--- src/hdl/adc_seq_pkg.sv ---
package adc_seq_pkg;
	localparam int NUM_CH = 16;
	localparam int CH_W = 4;
	localparam int WORD_W = 16;
	localparam int CTRL_W = 12;
	localparam int RESULT_W = 12;
	// Control word bit positions
	localparam int WRITE_POS = 11;
	localparam int CYCLE_POS = 10;
	localparam int ADDR_HI = 9;
	localparam int ADDR_LO = 6;
	localparam int PM_HI = 5;
	localparam int PM_LO = 4;
	localparam int MASKSEL_POS = 3;
	localparam int WEAK_POS = 2;
	localparam int RANGE_POS = 1;
	localparam int CODING_POS = 0;
	// Reset values, and FALL_LAST as the falling-edge count of a full word
	localparam logic [10:0] CTRL_RESET = 11'h000;
	localparam logic [15:0] MASK_RESET = 16'h0000;
	localparam logic [3:0] CH_RESET = 4'h0;
	localparam logic [4:0] FALL_LAST = 5'h10;
	typedef enum logic [3:0] {
		MODE_SINGLE = 4'h1,
		MODE_MASKLOAD = 4'h2,
		MODE_MASKRUN = 4'h4,
		MODE_CONSEC = 4'h8
	} seq_mode_t;
	typedef struct packed {
		logic autoCycle;
		logic [3:0] channelAddressBits;
		logic [1:0] powerMode;
		logic maskSelect;
		logic weakDrive;
		logic rangeSingleRef;
		logic codingBinary;
	} ctrl_t;
endpackage

--- src/hdl/pin_sync.sv ---
`timescale 1ns/100ps
module pin_sync #(
	parameter int W = 1,
	// Idle level of each pin, so an edge detector sees no false edge after reset
	parameter logic [W-1:0] RST_VAL = '0
) (
	input wire logic clk_sys,
	input wire logic rst_b,
	input wire logic [W-1:0] pinIn,
	output logic [W-1:0] pinOut
);
	logic [W-1:0] stage1_q;
	logic [W-1:0] stage2_q;
	always_ff @(posedge clk_sys) begin
		if (!rst_b) begin
			stage1_q <= RST_VAL;
			stage2_q <= RST_VAL;
		end else begin
			stage1_q <= pinIn;
			stage2_q <= stage1_q;
		end
	end
	assign pinOut = stage2_q;
endmodule // pin_sync

--- src/hdl/adc_channel_sequencer.sv ---
`timescale 1ns/100ps
// Summary of operation
// - Modes 00: channel from previous write
// - Modes 01: next write loads mask
// - Mask any set; advance per frame
// - Modes 10: keep sequence, take other bits
// - Modes 11: channels 0 up to address
// - Mask register 16 bits, write-only
// - Mask shifted in over 16 falling edges
// - Mask captured only after 01 write
// - First bit is channel 0, bit 15
// - Ascending until write with non-10 modes
// - Consecutive mode runs without writes
// - Control bit 1 selects input range
// - Serial clock shifts and converts
// - Control loads only if bit 11 set
// - Mode bits are control bits 10, 3
// - Wrap to first selected channel
// - Output word: address then 12 bits
module adc_channel_sequencer (
	input wire logic clk_sys,
	input wire logic rst_b,
	input wire logic chipSelect_b,
	input wire logic serialClock,
	input wire logic serialDataIn,
	input wire logic [adc_seq_pkg::RESULT_W-1:0] convResult,
	output logic serialDataOut,
	output logic serialDataOutEn,
	output logic [adc_seq_pkg::CH_W-1:0] muxChannel,
	output logic rangeSingleRef,
	output logic codingBinary,
	output logic [1:0] powerMode,
	output logic convStart,
	output logic sarStep,
	output adc_seq_pkg::seq_mode_t seqMode
);
	localparam int NCH = adc_seq_pkg::NUM_CH;
	logic [2:0] pinSync;
	logic csSync;
	logic sclkSync;
	logic dinSync;
	logic csPrev_q;
	logic sclkPrev_q;
	// Pins cross from the host domain through two flops each
	// Chip select resets to its idle high level; a low reset value would fake a frame start
	pin_sync #(.W(3), .RST_VAL(3'h4)) uSync (
		.clk_sys(clk_sys),
		.rst_b(rst_b),
		.pinIn({chipSelect_b, serialClock, serialDataIn}),
		.pinOut(pinSync)
	);
	assign csSync = pinSync[2];
	assign sclkSync = pinSync[1];
	assign dinSync = pinSync[0];

	wire frameStart = csPrev_q && !csSync;
	wire frameEnd = !csPrev_q && csSync;
	wire sclkFall = sclkPrev_q && !sclkSync && !csSync;
	wire sclkRise = !sclkPrev_q && sclkSync && !csSync;

	logic [adc_seq_pkg::WORD_W-1:0] shiftIn_q, shiftIn_d;
	logic [adc_seq_pkg::WORD_W-1:0] shiftOut_q, shiftOut_d;
	logic [4:0] fallCnt_q, fallCnt_d;
	adc_seq_pkg::ctrl_t ctrl_q, ctrl_d;
	logic [NCH-1:0] mask_q, mask_d;
	adc_seq_pkg::seq_mode_t mode_q, mode_d;
	logic [adc_seq_pkg::CH_W-1:0] chan_q, chan_d;
	logic [adc_seq_pkg::CH_W-1:0] convChan_q, convChan_d;
	logic dout_q, doutEn_q, convStart_q, sarStep_q;

	// Full word is taken when chip select rises after sixteen falling edges in the frame
	wire wordDone = frameEnd && (fallCnt_q == adc_seq_pkg::FALL_LAST);
	wire [adc_seq_pkg::CTRL_W-1:0] ctrlWord = shiftIn_q[adc_seq_pkg::WORD_W-1 -: adc_seq_pkg::CTRL_W];
	wire writeBit = ctrlWord[adc_seq_pkg::WRITE_POS];
	wire newCycle = ctrlWord[adc_seq_pkg::CYCLE_POS];
	wire newMaskSel = ctrlWord[adc_seq_pkg::MASKSEL_POS];
	wire [3:0] newAddr = ctrlWord[adc_seq_pkg::ADDR_HI:adc_seq_pkg::ADDR_LO];
	wire isMaskWord = (mode_q == adc_seq_pkg::MODE_MASKLOAD);
	wire ctrlWrite = wordDone && !isMaskWord && writeBit;
	// Mask arrives MSB first, so bit 15 is channel 0; reverse so index equals channel
	logic [NCH-1:0] maskByChan;
	always_comb begin
		maskByChan = '0;
		for (int i = 0; i < NCH; i++) begin
			maskByChan[i] = shiftIn_q[NCH-1-i];
		end
	end

	// Next channel in the mask strictly above cur, else lowest set bit
	function automatic logic [3:0] nextInMask(input logic [NCH-1:0] m, input logic [3:0] cur);
		logic [3:0] res;
		logic found;
		res = cur;
		found = 1'b0;
		for (int i = NCH-1; i >= 0; i--) begin
			if (m[i] && (i > int'(cur))) begin
				res = 4'(i);
				found = 1'b1;
			end
		end
		if (!found) begin
			for (int i = NCH-1; i >= 0; i--) begin
				if (m[i]) begin
					res = 4'(i);
				end
			end
		end
		return res;
	endfunction

	function automatic logic [3:0] firstInMask(input logic [NCH-1:0] m, input logic [3:0] cur);
		logic [3:0] res;
		res = cur;
		for (int i = NCH-1; i >= 0; i--) begin
			if (m[i]) begin
				res = 4'(i);
			end
		end
		return res;
	endfunction

	// Steps are taken from the channel actually converted, not the one queued
	wire [3:0] maskStep = nextInMask(mask_q, convChan_q);
	wire consecWrap = (convChan_q >= ctrl_q.channelAddressBits);
	wire [3:0] consecStep = consecWrap ? adc_seq_pkg::CH_RESET : convChan_q + 4'h1;
	wire [3:0] maskFirst = firstInMask(maskByChan, chan_q);

	// Frame kinds that end a complete word
	wire maskWordDone = wordDone && isMaskWord;
	wire idleWordDone = wordDone && !isMaskWord && !writeBit;

	// Next channel when a frame passes without a control write
	logic [3:0] runStep;
	always_comb begin
		unique case (mode_q)
			adc_seq_pkg::MODE_SINGLE: begin
				runStep = chan_q;
			end
			adc_seq_pkg::MODE_MASKLOAD: begin
				runStep = chan_q;
			end
			adc_seq_pkg::MODE_MASKRUN: begin
				runStep = maskStep;
			end
			adc_seq_pkg::MODE_CONSEC: begin
				runStep = consecStep;
			end
			default: begin
				runStep = chan_q;
			end
		endcase
	end

	// Next channel when a write keeps the running sequence
	logic [3:0] keepStep;
	always_comb begin
		unique case (mode_q)
			adc_seq_pkg::MODE_SINGLE: begin
				// Without a running sequence the write simply picks a new channel
				keepStep = newAddr;
			end
			adc_seq_pkg::MODE_MASKLOAD: begin
				keepStep = newAddr;
			end
			adc_seq_pkg::MODE_MASKRUN: begin
				keepStep = maskStep;
			end
			adc_seq_pkg::MODE_CONSEC: begin
				keepStep = consecStep;
			end
			default: begin
				keepStep = newAddr;
			end
		endcase
	end

	// Mode and channel chosen by a control write, from the two mode bits
	adc_seq_pkg::seq_mode_t writeMode;
	logic [3:0] writeChan;
	always_comb begin
		unique case ({newCycle, newMaskSel})
			2'h0: begin
				writeMode = adc_seq_pkg::MODE_SINGLE;
				writeChan = newAddr;
			end
			2'h1: begin
				writeMode = adc_seq_pkg::MODE_MASKLOAD;
				writeChan = newAddr;
			end
			2'h2: begin
				writeMode = mode_q;
				writeChan = keepStep;
			end
			2'h3: begin
				writeMode = adc_seq_pkg::MODE_CONSEC;
				writeChan = adc_seq_pkg::CH_RESET;
			end
		endcase
	end

	// Sequencer state and register updates at the end of a complete frame
	always_comb begin
		ctrl_d = ctrl_q;
		mask_d = mask_q;
		mode_d = mode_q;
		chan_d = chan_q;
		if (maskWordDone) begin
			// Mask word: control register untouched, sequence begins at lowest selected channel
			mask_d = maskByChan;
			mode_d = adc_seq_pkg::MODE_MASKRUN;
			chan_d = maskFirst;
		end else if (ctrlWrite) begin
			ctrl_d = ctrlWord[10:0];
			mode_d = writeMode;
			chan_d = writeChan;
		end else if (idleWordDone) begin
			// No write: running sequences still advance
			chan_d = runStep;
		end
	end

	// Falls beyond the sixteenth are ignored, so an over-long frame cannot corrupt the word
	wire shiftNow = sclkFall && (fallCnt_q != adc_seq_pkg::FALL_LAST);
	wire [adc_seq_pkg::WORD_W-1:0] loadWord = {chan_q, convResult};

	// Serial shift: data in on falling edges, address then result out
	always_comb begin
		shiftIn_d = shiftIn_q;
		shiftOut_d = shiftOut_q;
		fallCnt_d = fallCnt_q;
		convChan_d = convChan_q;
		if (frameStart) begin
			fallCnt_d = 5'h00;
			convChan_d = chan_q;
			shiftOut_d = loadWord;
		end else if (shiftNow) begin
			shiftIn_d = {shiftIn_q[adc_seq_pkg::WORD_W-2:0], dinSync};
			shiftOut_d = {shiftOut_q[adc_seq_pkg::WORD_W-2:0], 1'b0};
			fallCnt_d = fallCnt_q + 5'h01;
		end
	end

	always_ff @(posedge clk_sys) begin
		if (!rst_b) begin
			csPrev_q <= 1'b1;
			sclkPrev_q <= 1'b0;
			shiftIn_q <= '0;
			shiftOut_q <= '0;
			fallCnt_q <= 5'h00;
			ctrl_q <= adc_seq_pkg::CTRL_RESET;
			mask_q <= adc_seq_pkg::MASK_RESET;
			mode_q <= adc_seq_pkg::MODE_SINGLE;
			chan_q <= adc_seq_pkg::CH_RESET;
			convChan_q <= adc_seq_pkg::CH_RESET;
		end else begin
			csPrev_q <= csSync;
			sclkPrev_q <= sclkSync;
			shiftIn_q <= shiftIn_d;
			shiftOut_q <= shiftOut_d;
			fallCnt_q <= fallCnt_d;
			ctrl_q <= ctrl_d;
			mask_q <= mask_d;
			mode_q <= mode_d;
			chan_q <= chan_d;
			convChan_q <= convChan_d;
		end
	end

	// Output flops; mask has no read path, only its effect on the channel
	always_ff @(posedge clk_sys) begin
		if (!rst_b) begin
			dout_q <= 1'b0;
			doutEn_q <= 1'b0;
			convStart_q <= 1'b0;
			sarStep_q <= 1'b0;
		end else begin
			dout_q <= shiftOut_d[adc_seq_pkg::WORD_W-1];
			doutEn_q <= !csSync;
			convStart_q <= frameStart;
			sarStep_q <= sclkRise;
		end
	end

	assign serialDataOut = dout_q;
	assign serialDataOutEn = doutEn_q;
	assign muxChannel = convChan_q;
	assign rangeSingleRef = ctrl_q.rangeSingleRef;
	assign codingBinary = ctrl_q.codingBinary;
	assign powerMode = ctrl_q.powerMode;
	assign convStart = convStart_q;
	assign sarStep = sarStep_q;
	assign seqMode = mode_q;
endmodule // adc_channel_sequencer

--- config.mk ---
export PLATFORM = sky130hd
export DESIGN_NAME = adc_channel_sequencer
export DESIGN_NICKNAME = d
export VERILOG_FILES = /design/src/hdl/adc_seq_pkg.sv /design/src/hdl/pin_sync.sv /design/src/hdl/adc_channel_sequencer.sv
export SDC_FILE = /design/constraint.sdc
export NUM_CORES = 1
export LEC_CHECK = 0
export ABC_AREA = 0
export BUFFER_PORTS_ARGS = -buffer_cell sky130_fd_sc_hd__buf_2
export CORE_UTILIZATION = 25
export CTS_BUF_LIST = sky130_fd_sc_hd__clkbuf_16
export DETAILED_ROUTE_END_ITERATION = 8
export PLACE_DENSITY_LB_ADDON = 0.25
export SLEW_MARGIN = 20
export SYNTH_ARGS = -nofsm -noshare
export SYNTH_HDL_FRONTEND = slang
export SYNTH_SLANG_ARGS = --single-unit
--- constraint.sdc ---
create_clock -name clk_sys -period 2.5 [get_ports clk_sys]
set_input_delay 0.125 -clock clk_sys [delete_from_list [all_inputs] [get_ports clk_sys]]
set_output_delay 0.125 -clock clk_sys [all_outputs]
set_load 0.01 [all_outputs]
# [After elaboration in Yosys (flattened, before gate mapping)]
# Index checks and enable logic that the tools add are counted.
[op_classes] n_addsub=2 magnitude_cmp=16 eq_ne=10 muxes=75 bitwise_logic=4 n_reduce_logical=46
[ops] op="4-bit two-way mux" n=52
[ops] op="4-bit > comparator, first input constant" n=8
[ops] op="16-bit two-way mux" n=2
[ops] op="1-bit logical AND" n=27
[ops] op="4-bit case mux with 3 select lines" n=2
[ops] op="17-bit != test, second input constant" n=1
[ops] op="3-bit by 4-bit > comparator with 1-bit output, first input constant" n=4
[ops] op="4-bit case mux with 2 select lines" n=2
[ops] op="1-bit two-way mux" n=15
[ops] op="2-bit by 4-bit > comparator with 1-bit output, first input constant" n=2
[ops] op="2-bit AND reduction" n=4
[ops] op="1-bit zero test" n=6
[ops] op="3-bit two-way mux" n=2
[ops] op="2-bit OR reduction" n=3
[ops] op="5-bit by 1-bit adder with 5-bit output, second input constant" n=1
[ops] op="5-bit equality test, second input constant" n=1
[ops] op="5-bit != test, second input constant" n=1
[ops] op="4-bit by 1-bit adder with 4-bit output, second input constant" n=1
[ops] op="2-bit equality test, second input constant" n=2
[ops] op="4-bit by 2-bit equality test with 1-bit output, second input constant" n=1
[ops] op="4-bit by 3-bit equality test with 1-bit output, second input constant" n=1
[ops] op="4-bit equality test, second input constant" n=1
[ops] op="4-bit greater-or-equal comparator" n=1
[ops] op="1-bit by 4-bit > comparator with 1-bit output, first input constant" n=1
[ops] op="8 further kinds" n=12
[totals] reg_bits=84 in_bits=17 output_inout_bits=16

# [Depth between registers and ports, before layout]
# Gate-level depths: netlist of run 1.
[depth] depth_word=38 depth_mapped=10

# [Hierarchy]
# Synthesis of run 1 repeated with hierarchy kept, for this count alone.
[hier_totals] hier_cells=553 area_unflattened_um2=4410.5
[modules_own_cells] mod="adc_channel_sequencer" instances=1 cells_per_inst=541 area_each_um2=4252.8 seq_area_each_um2=1561.5
[modules_own_cells] mod="pin_sync" instances=1 cells_per_inst=12 area_each_um2=157.7 seq_area_each_um2=120.1

# [Least setup slack after synthesis of run 1]
# OpenSTA, ideal clock, no wires.
[synth_path] path_type="register to register" from="register convChan_q (netlist bit muxChannel[0])" to="register chan_q[0] (netlist bit)" setup_time_ns=0.084 arrival_ns=2.227 required_ns=2.416 path_slack_ns=0.189 stages_incl_launch_ff=11 n_path_buf=1 synth_period_minus_slack_ns=2.311 path_cell_list="dfxtp_1 buf_4 inv_1 ha_1 nor2_1 nand2_1 a21boi_1 or4_4 or2_4 o211a_1 o31ai_2"
[synth_between] elab_chain_cells=38 elab_cells_between_ends=86 classes_between="add/sub (1); order compare (16); mux (54); reduce/logical (15)"
[synth_rtl] element="from (decl)" line_no="adc_channel_sequencer.sv:68" rtl="logic [adc_seq_pkg::CH_W-1:0] convChan_q, convChan_d;"
[synth_rtl] element="from (signal assigned)" line_no="adc_channel_sequencer.sv:254" rtl="convChan_q <= adc_seq_pkg::CH_RESET;"
[synth_rtl] element="from (signal assigned)" line_no="adc_channel_sequencer.sv:265" rtl="convChan_q <= convChan_d;"
[synth_rtl] element="4-bit > comparator" line_no="adc_channel_sequencer.sv:96" rtl="if (m[i] && (i > int'(cur))) begin"
[synth_rtl] element="1-bit logical AND" line_no="adc_channel_sequencer.sv:96"
[synth_rtl] element="4-bit two-way mux (15 in series)" line_no="adc_channel_sequencer.sv:96"
[synth_rtl] element="4-bit two-way mux (16 in series)" line_no="adc_channel_sequencer.sv:103" rtl="if (m[i]) begin"
[synth_rtl] element="4-bit two-way mux" line_no="adc_channel_sequencer.sv:101" rtl="if (!found) begin"
[synth_rtl] element="4-bit case mux with 2 select lines, on equally long branches" line_no="adc_channel_sequencer.sv:157, adc_channel_sequencer.sv:135"
[synth_rtl] element="4-bit case mux with 3 select lines or 4-bit two-way mux (tied branches)" line_no="adc_channel_sequencer.sv:181, adc_channel_sequencer.sv:216"
[synth_rtl] element="4-bit two-way mux (*)" line_no="adc_channel_sequencer.sv:212" rtl="end else if (ctrlWrite) begin"
[synth_rtl] element="4-bit two-way mux (*)" line_no="adc_channel_sequencer.sv:207" rtl="if (maskWordDone) begin"
[synth_rtl] element="to (signal assigned)" line_no="adc_channel_sequencer.sv:253" rtl="chan_q <= adc_seq_pkg::CH_RESET;"
[synth_rtl] element="to (signal assigned)" line_no="adc_channel_sequencer.sv:264" rtl="chan_q <= chan_d;"
[synth_rtl] element="to (decl)" line_no="adc_channel_sequencer.sv:67" rtl="logic [adc_seq_pkg::CH_W-1:0] chan_q, chan_d;"
# Mark *: on every way between the ends. The rest lies on a longest branch, timed or not. The select of a mux whose other input is x is not followed.
# A chain may end at the register's enable or synchronous reset.

# [Final worst setup path of run 1]
[layout_path] from="register convChan_q (netlist bit muxChannel[3])" to="register chan_q[3] (netlist bit)"
# The elaborated chain is that of the path after synthesis.

==> results.md, run 1 <==
* Initial core utilization at 0.2588
* Status: finished, final reports clean
* Hold-critical path depth at 3
* CTS root buf: clkbuf_16
* Delay-heaviest family, CP: compound AO/OA/AOI/OAI gates
* Initial antenna violation count at 0
* Site row count at 47
* Setup TNS at 0 ns
* Aggregate routed wire length at 12600 um
* Height of the chip at 133.7 um
* Wire per inst at 15.46 um
* Worst endpoint required time at 2.72 ns
* RePlAce Congestion at 0.8661
* Via count at 4089
* Most frequent cells after synthesis: nand2_1 (101), dfxtp_1 (84), nor2_1 (63)
* Final Cycle Share at 0.9366
* Crit-path cells: buf_4 -> ha_1 -> o21ai_0 -> o21ai_0 -> nand2b_1 -> o21ai_0 -> a211oi_1 -> o22ai_1
* Hold endpoint: serialDataOutEn$_SDFF_PN0_
* Vias per inst at 5.017
* Worst VDD drop at 0.4314 mV
* Crit start category: flop
* Synth Register Bits at 84
* Async set or reset register ratio after synthesis at 0
* Primary FF master, synth: dfxtp_1
* Core area at 0.01676 mm^2
* EDFF count, synth at 0
* Clock sinks at 84
* CTS tree: built
* Slew Limit Headroom at 0.5966
* Crit path buf inv count at 1
* Worst-margin pin slew at 0.5967 ns
* Post-Syn Nets at 576
* H-tree depth at 3
* First-pass GRT wire length at 20530 um
* PD cells at 539.7 mW/mm^2
* Area grow syn2layout at 19.84%
* Critical path's slowest cell: dfxtp_1
* RR Endpoint: chan_q[3]$_SDFFE_PN0P_
* Final hold vios at 0
* Final Max Slew Viols at 0
* Final antenna-violating net count at 0
* Worst Path Class, Setup: reg -> reg
* Nets at 617
* Reg2reg start: muxChannel[3]$_SDFFE_PN0P_
* Final instance area at 0.005199 mm^2
* Max Cap Violations at 0
* Critical path endpoint category: flop
* Placed Area at 0.004842 mm^2
* RSZ-0062 raised after global routing: no
* Seq/Total Area, Yosys at 0.3877
* Tmin final at 2.341 ns
* Final WS setup at 0.1586 ns
* DP HPWL at 9137 um
* Critical path depth at 8
* Yosys top cell by area: dfxtp_1
* Die width at 133.7 um
* Largest fanout on the critical path at 12
* Reg2Reg Depth at 8
* WP data arrival at 2.56 ns
* Hold Crit Class: in -> reg
* Most common cell on crit path: o21ai_0
* DR pass1 iterations at 5
* Residual DRC at 0
* Initial DRC count at 346
* Worst-path clk slew at 0.07 ns
* Post-Syn Area at 0.004338 mm^2
* IO Pins at 33
* Clock buffer count from CTS at 9
* Post-CTS setup buffers at 0
* Syn_area_per_cell at 7.901 um^2
* Grt ovf at 0
* Pre-CTS WS at 0.1340 ns
* Mapped Cells at 549
* Leak at 2.018 nW
* Slowest Stage Delay on Critical Path at 0.64 ns
* Max Root-Sink Buffers at 2
* Clock skew at 0.008090 ns
* Fmax at 0.4271 GHz
* IO Port Bufs at 32
* Hold_sp: rst_b
* Main area contributors after synthesis: dfxtp_1 (39%), nand2_1 (8.7%), nor2_1 (5.5%)
* FF-to-FF setup slack at 0.16 ns
* Synth top area share at 0.3877
* Diodes inserted at 0
* Vias in the first global route at 3892
* Largest net degree at the start of global routing at 48
* Setup violators final at 0
* Die area at 0.01788 mm^2
* Gr usage total at 0.1459
* Cell variety after synth at 66
* Synth Warn # at 0
* Share of cells above drive strength 1 at 0.1613
* Most numerous cell in the Yosys netlist: nand2_1
* Clk_lat worst skew at 0.35 ns
[worst max-delay path by stage]
stage,start,endpoint,slack [ns]
after detailed placement,muxChannel[1]$_SDFFE_PN0P_,chan_q[0]$_SDFFE_PN0P_,0.13
after floorplan,muxChannel[0]$_SDFFE_PN0P_,chan_q[0]$_SDFFE_PN0P_,0.19
final,muxChannel[3]$_SDFFE_PN0P_,chan_q[3]$_SDFFE_PN0P_,0.16
after global routing,muxChannel[0]$_SDFFE_PN0P_,chan_q[0]$_SDFFE_PN0P_,0.01
after global placement,muxChannel[1]$_SDFFE_PN0P_,chan_q[0]$_SDFFE_PN0P_,0.19
after CTS,muxChannel[1]$_SDFFE_PN0P_,chan_q[0]$_SDFFE_PN0P_,0.11
[tightest hold or removal path, cell delays in order]
cell and delay [ns]:
buf_2 0.10, inv_1 0.06, nor2_1 0.06
[layer usage]
metal,part of all wire,vias up,global-route usage
met1,0.50,1960,0.2092
met5,0,-,0
met2,0.44,108,0.2136
met4,0.016,0,0.05808
li1,-,2003,-
met3,0.051,18,0.02626
[flip-flops by register name, indices dropped and copies added, names as in the netlist]
| register | flops |
|---|---|
| codingBinary | 1 |
| csPrev_q | 1 |
| rangeSingleRef | 1 |
| uSync.stage1_q | 3 |
| ctrl_q | 4 |
| powerMode | 2 |
| fallCnt_q | 5 |
| sclkPrev_q | 1 |
| shiftIn_q | 16 |
| mask_q | 16 |
| uSync.pinOut | 3 |
| chan_q | 4 |
| seqMode | 4 |
| convStart | 1 |
| muxChannel | 4 |
| shiftOut_q | 16 |
| serialDataOutEn | 1 |
| sarStep | 1 |
[report_power, final]
| group | switching [W] | total [W] | internal [W] |
|---|---|---|---|
| Combinational | 0.0000459 | 0.0000784 | 0.0000326 |
| Sequential | 0.00000846 | 0.00136 | 0.00136 |
| Clock | 0.000581 | 0.00136 | 0.000783 |
| Total | 0.000635 | 0.00281 | 0.00217 |
[layout make-up]
cell class | count | area, um^2
Clock buffer | 9 | 225.2
Clock inverter | 7 | 75.07
Fill cell | 1800 | 11560
Inverter | 16 | 60.06
Multi-Input combinational cell | 410 | 2432
Sequential cell | 84 | 1683
Tap cell | 220 | 275.3
Timing Repair Buffer | 69 | 447.9
[cells in the final DEF, fill, tap and decap left out, types with 4 or more instances in the layout]
cell type and count:
and2_1 11, a21boi_0 4, o21ai_1 5, nor2b_1 9
nor4b_1 4, nor3_1 6, o21ai_0 24, nor2_1 63
inv_1 16, clkbuf_16 9, nand4_1 5, a31oi_1 4
xnor2_1 4, dlygate4sd3_1 4, nand2_1 101, a211oi_1 5
nor4_1 4, dfxtp_1 83, nand3_1 7, ha_1 9
mux2i_1 18, buf_2 32, a21oi_1 38, buf_4 33
a311oi_1 14, nand2b_1 10
[timing repair]
| action | 4_1_cts | 5_1_grt |
|---|---|---|
| setup endpoints to repair | 0 | 2 |
| resized for setup | 0 | 4 |
| hold buffers | 4 | 0 |
| hold endpoints to repair | 4 | 0 |
[metrics by stage]
stage / util / total power [W] / hold slack [ns] / std cells
after CTS: 0.3092 / 0.002851 / 0.04460 / 815
after floorplan: - / 0.001435 / 0.2265 / 549
after global placement: 0.2889 / 0.001467 / 0.3167 / 795
after detailed placement: 0.2889 / 0.001468 / 0.3285 / 795
final: 0.3102 / 0.002806 / 0.05714 / 815
after global routing: 0.3102 / 0.002900 / 0.06487 / 815
[cells by family after synthesis]
logic type | share of synthesized area
DFF | 0.3877
and+or+nand+nor | 0.2648
buffers and inverters | 0.05653
muxes | 0.04153
AOI/OAI and AO/OA | 0.2042
adders and majority gates | 0.03115
xor gates and xnor gates | 0.01413
(Power assumes the default switching activity.)
==> run 2, diff against run 1 <==
Settings changed: MAX_ROUTING_LAYER set to met4.
Clock period 2.5 ns to 2.27 ns, I/O delays scaled along.
==> run 2 against run 1 <==
Cell count is 3.2% higher. Global-route usage grew 0.84 points. Combinational power increased by 12%. Register-to-register slack got worse by 0.08 ns. Count of clock-buffer cells in the layout did not move. Flip-flop and latch count unchanged. Die area stayed put. Cell area grew 5.0%. Sequential power up 10%. Critical endpoint is now chan_q[0]$_SDFFE_PN0P_. Highest routed layer unchanged.
==> results.md, run 2 (synthesis gave the netlist of run 1 again) <==
* Vias per inst at 4.926
* PD cells at 559.1 mW/mm^2
* Tmin final at 2.189 ns
* IO Pins at 33
* Status: finished, final reports clean
* FF-to-FF setup slack at 0.08 ns
* Diodes inserted at 0
* Die width at 133.7 um
* CTS root buf: clkbuf_16
* Core area at 0.01676 mm^2
* Initial antenna violation count at 0
* RSZ-0062 raised after global routing: yes
* IO Port Bufs at 32
* Placed Area at 0.005052 mm^2
* Max Root-Sink Buffers at 2
* Critical path endpoint category: flop
* Reg2Reg Depth at 9
* Worst-path clk slew at 0.06 ns
* Worst endpoint required time at 2.53 ns
* Final instance area at 0.005458 mm^2
* RR Endpoint: chan_q[0]$_SDFFE_PN0P_
* Die area at 0.01788 mm^2
* Hold endpoint: serialDataOutEn$_SDFF_PN0_
* DR pass1 iterations at 4
* Height of the chip at 133.7 um
* Fmax at 0.4569 GHz
* Largest fanout on the critical path at 5
* Grt ovf at 0
* H-tree depth at 3
* Final Cycle Share at 0.9642
* Worst VDD drop at 0.4759 mV
* Largest net degree at the start of global routing at 48
* Hold Slack at 0.04119 ns
* Final WS setup at 0.08137 ns
* Wire per inst at 15.25 um
* Nets at 643
* Reg2reg start: muxChannel[0]$_SDFFE_PN0P_
* Aggregate routed wire length at 12830 um
* Clock sinks at 84
* Vias in the first global route at 4078
* Setup violators final at 0
* Max Cap Violations at 0
* Final Max Slew Viols at 0
* Clock buffer count from CTS at 9
* Final hold vios at 0
* Residual DRC at 0
* Share of cells above drive strength 1 at 0.2110
* Site row count at 47
* Hold-critical path depth at 3
* Top flop regs: mask_q: 16 flops, shiftIn_q: 16 flops, shiftOut_q: 16 flops
* Via count at 4143
* Post-CTS setup buffers at 0
* Crit start category: flop
* Initial core utilization at 0.2588
* Pre-CTS WS at -0.006530 ns
* Worst Path Class, Setup: reg -> reg
* Slowest Stage Delay on Critical Path at 0.53 ns
* RePlAce Congestion at 0.8820
* Clock skew at 0.008451 ns
* WP data arrival at 2.45 ns
* Slew Limit Headroom at 0.6424
* Crit-path cells: inv_2 -> ha_4 -> nor2_1 -> nand2_1 -> a21boi_1 -> or4_4 -> or2_4 -> o211a_1 -> o31ai_2
* Clk_lat worst skew at 0.35 ns
* Hold Crit Class: in -> reg
* Hold_sp: rst_b
* First-pass GRT wire length at 21010 um
* CTS tree: built
* Commonest non-fill, non-tap cell in the layout: nand2_1
* Worst-margin pin slew at 0.5365 ns
* DP HPWL at 9422 um
* Final antenna-violating net count at 0
* Gr usage total at 0.1543
* Commonest non-fill, non-tap cells in the layout: nand2_1 (100), dfxtp_1 (81), nor2_1 (63), buf_4 (57), a21oi_1 (38)
* Area grow syn2layout at 25.81%
* Initial DRC count at 262
* Critical path's slowest cell: or4_4
* Leak at 2.149 nW
-- run 2: worst max-delay path by stage --
stage	end	startpoint	slack (ns)
CTS	chan_q[2]$_SDFFE_PN0P_	seqMode[1]$_SDFFE_PP0P_	0.02
global route	chan_q[0]$_SDFFE_PN0P_	muxChannel[0]$_SDFFE_PN0P_	-0.01
floorplan	chan_q[0]$_SDFFE_PN0P_	muxChannel[0]$_SDFFE_PN0P_	0.006
detailed placement	chan_q[0]$_SDFFE_PN0P_	muxChannel[0]$_SDFFE_PN0P_	-0.007
finish	chan_q[0]$_SDFFE_PN0P_	muxChannel[0]$_SDFFE_PN0P_	0.08
global placement	chan_q[0]$_SDFFE_PN0P_	muxChannel[0]$_SDFFE_PN0P_	0.06
-- run 2: final cells by class --
| class | count | area, um^2 |
|---|---|---|
| clock buffer | 9 | 225.2 |
| clock inverter | 7 | 67.56 |
| fill | 1783 | 11300 |
| inverter | 16 | 60.06 |
| multi-input combinational | 410 | 2480 |
| sequential | 84 | 1690 |
| tap | 220 | 275.3 |
| timing repair buffer | 95 | 659.4 |
-- run 2: repair_timing --
action	in CTS	in global routing
setup endpoints to repair	2	5
pin swaps	0	0
hold endpoints to repair	4	0
hold buffers	4	0
gates resized for setup	2	14
-- run 2: metal layers --
layer	wire length, um	track usage	up-vias
li1	-	-	2052
met3	470	0.03196	16
met4	233	0.05303	0
met2	5490	0.2225	88
met1	6632	0.2115	1987
met5	0	-	-
-- run 2: per-stage QoR --
step,total power [W],cells,TNS [ns],util
after floorplan,0.001581,549,0,-
after global placement,0.001616,821,0,0.3015
after detailed placement,0.001618,821,-0.006530,0.3015
after CTS,0.003091,841,0,0.3215
after global routing,0.003161,841,-0.01526,0.3256
final,0.003051,841,0,0.3256
-- run 2: worst max-delay path, delay by kind of cell, from the launching register on --
kind / cells / cell delay, ns
and+or+nand+nor: 4 / 0.93
AOI/OAI and AO/OA: 3 / 0.55
DFF: 1 / 0.37
adders and majority gates: 1 / 0.16
buffers and inverters: 1 / 0.10
-- run 2: power by group --
part | internal, W | switching [W] | total [W]
combinational | 0.0000362 | 0.0000515 | 0.0000877
sequential | 0.00149 | 0.00000937 | 0.00150
clock | 0.000848 | 0.000616 | 0.00146
total | 0.00237 | 0.000677 | 0.00305
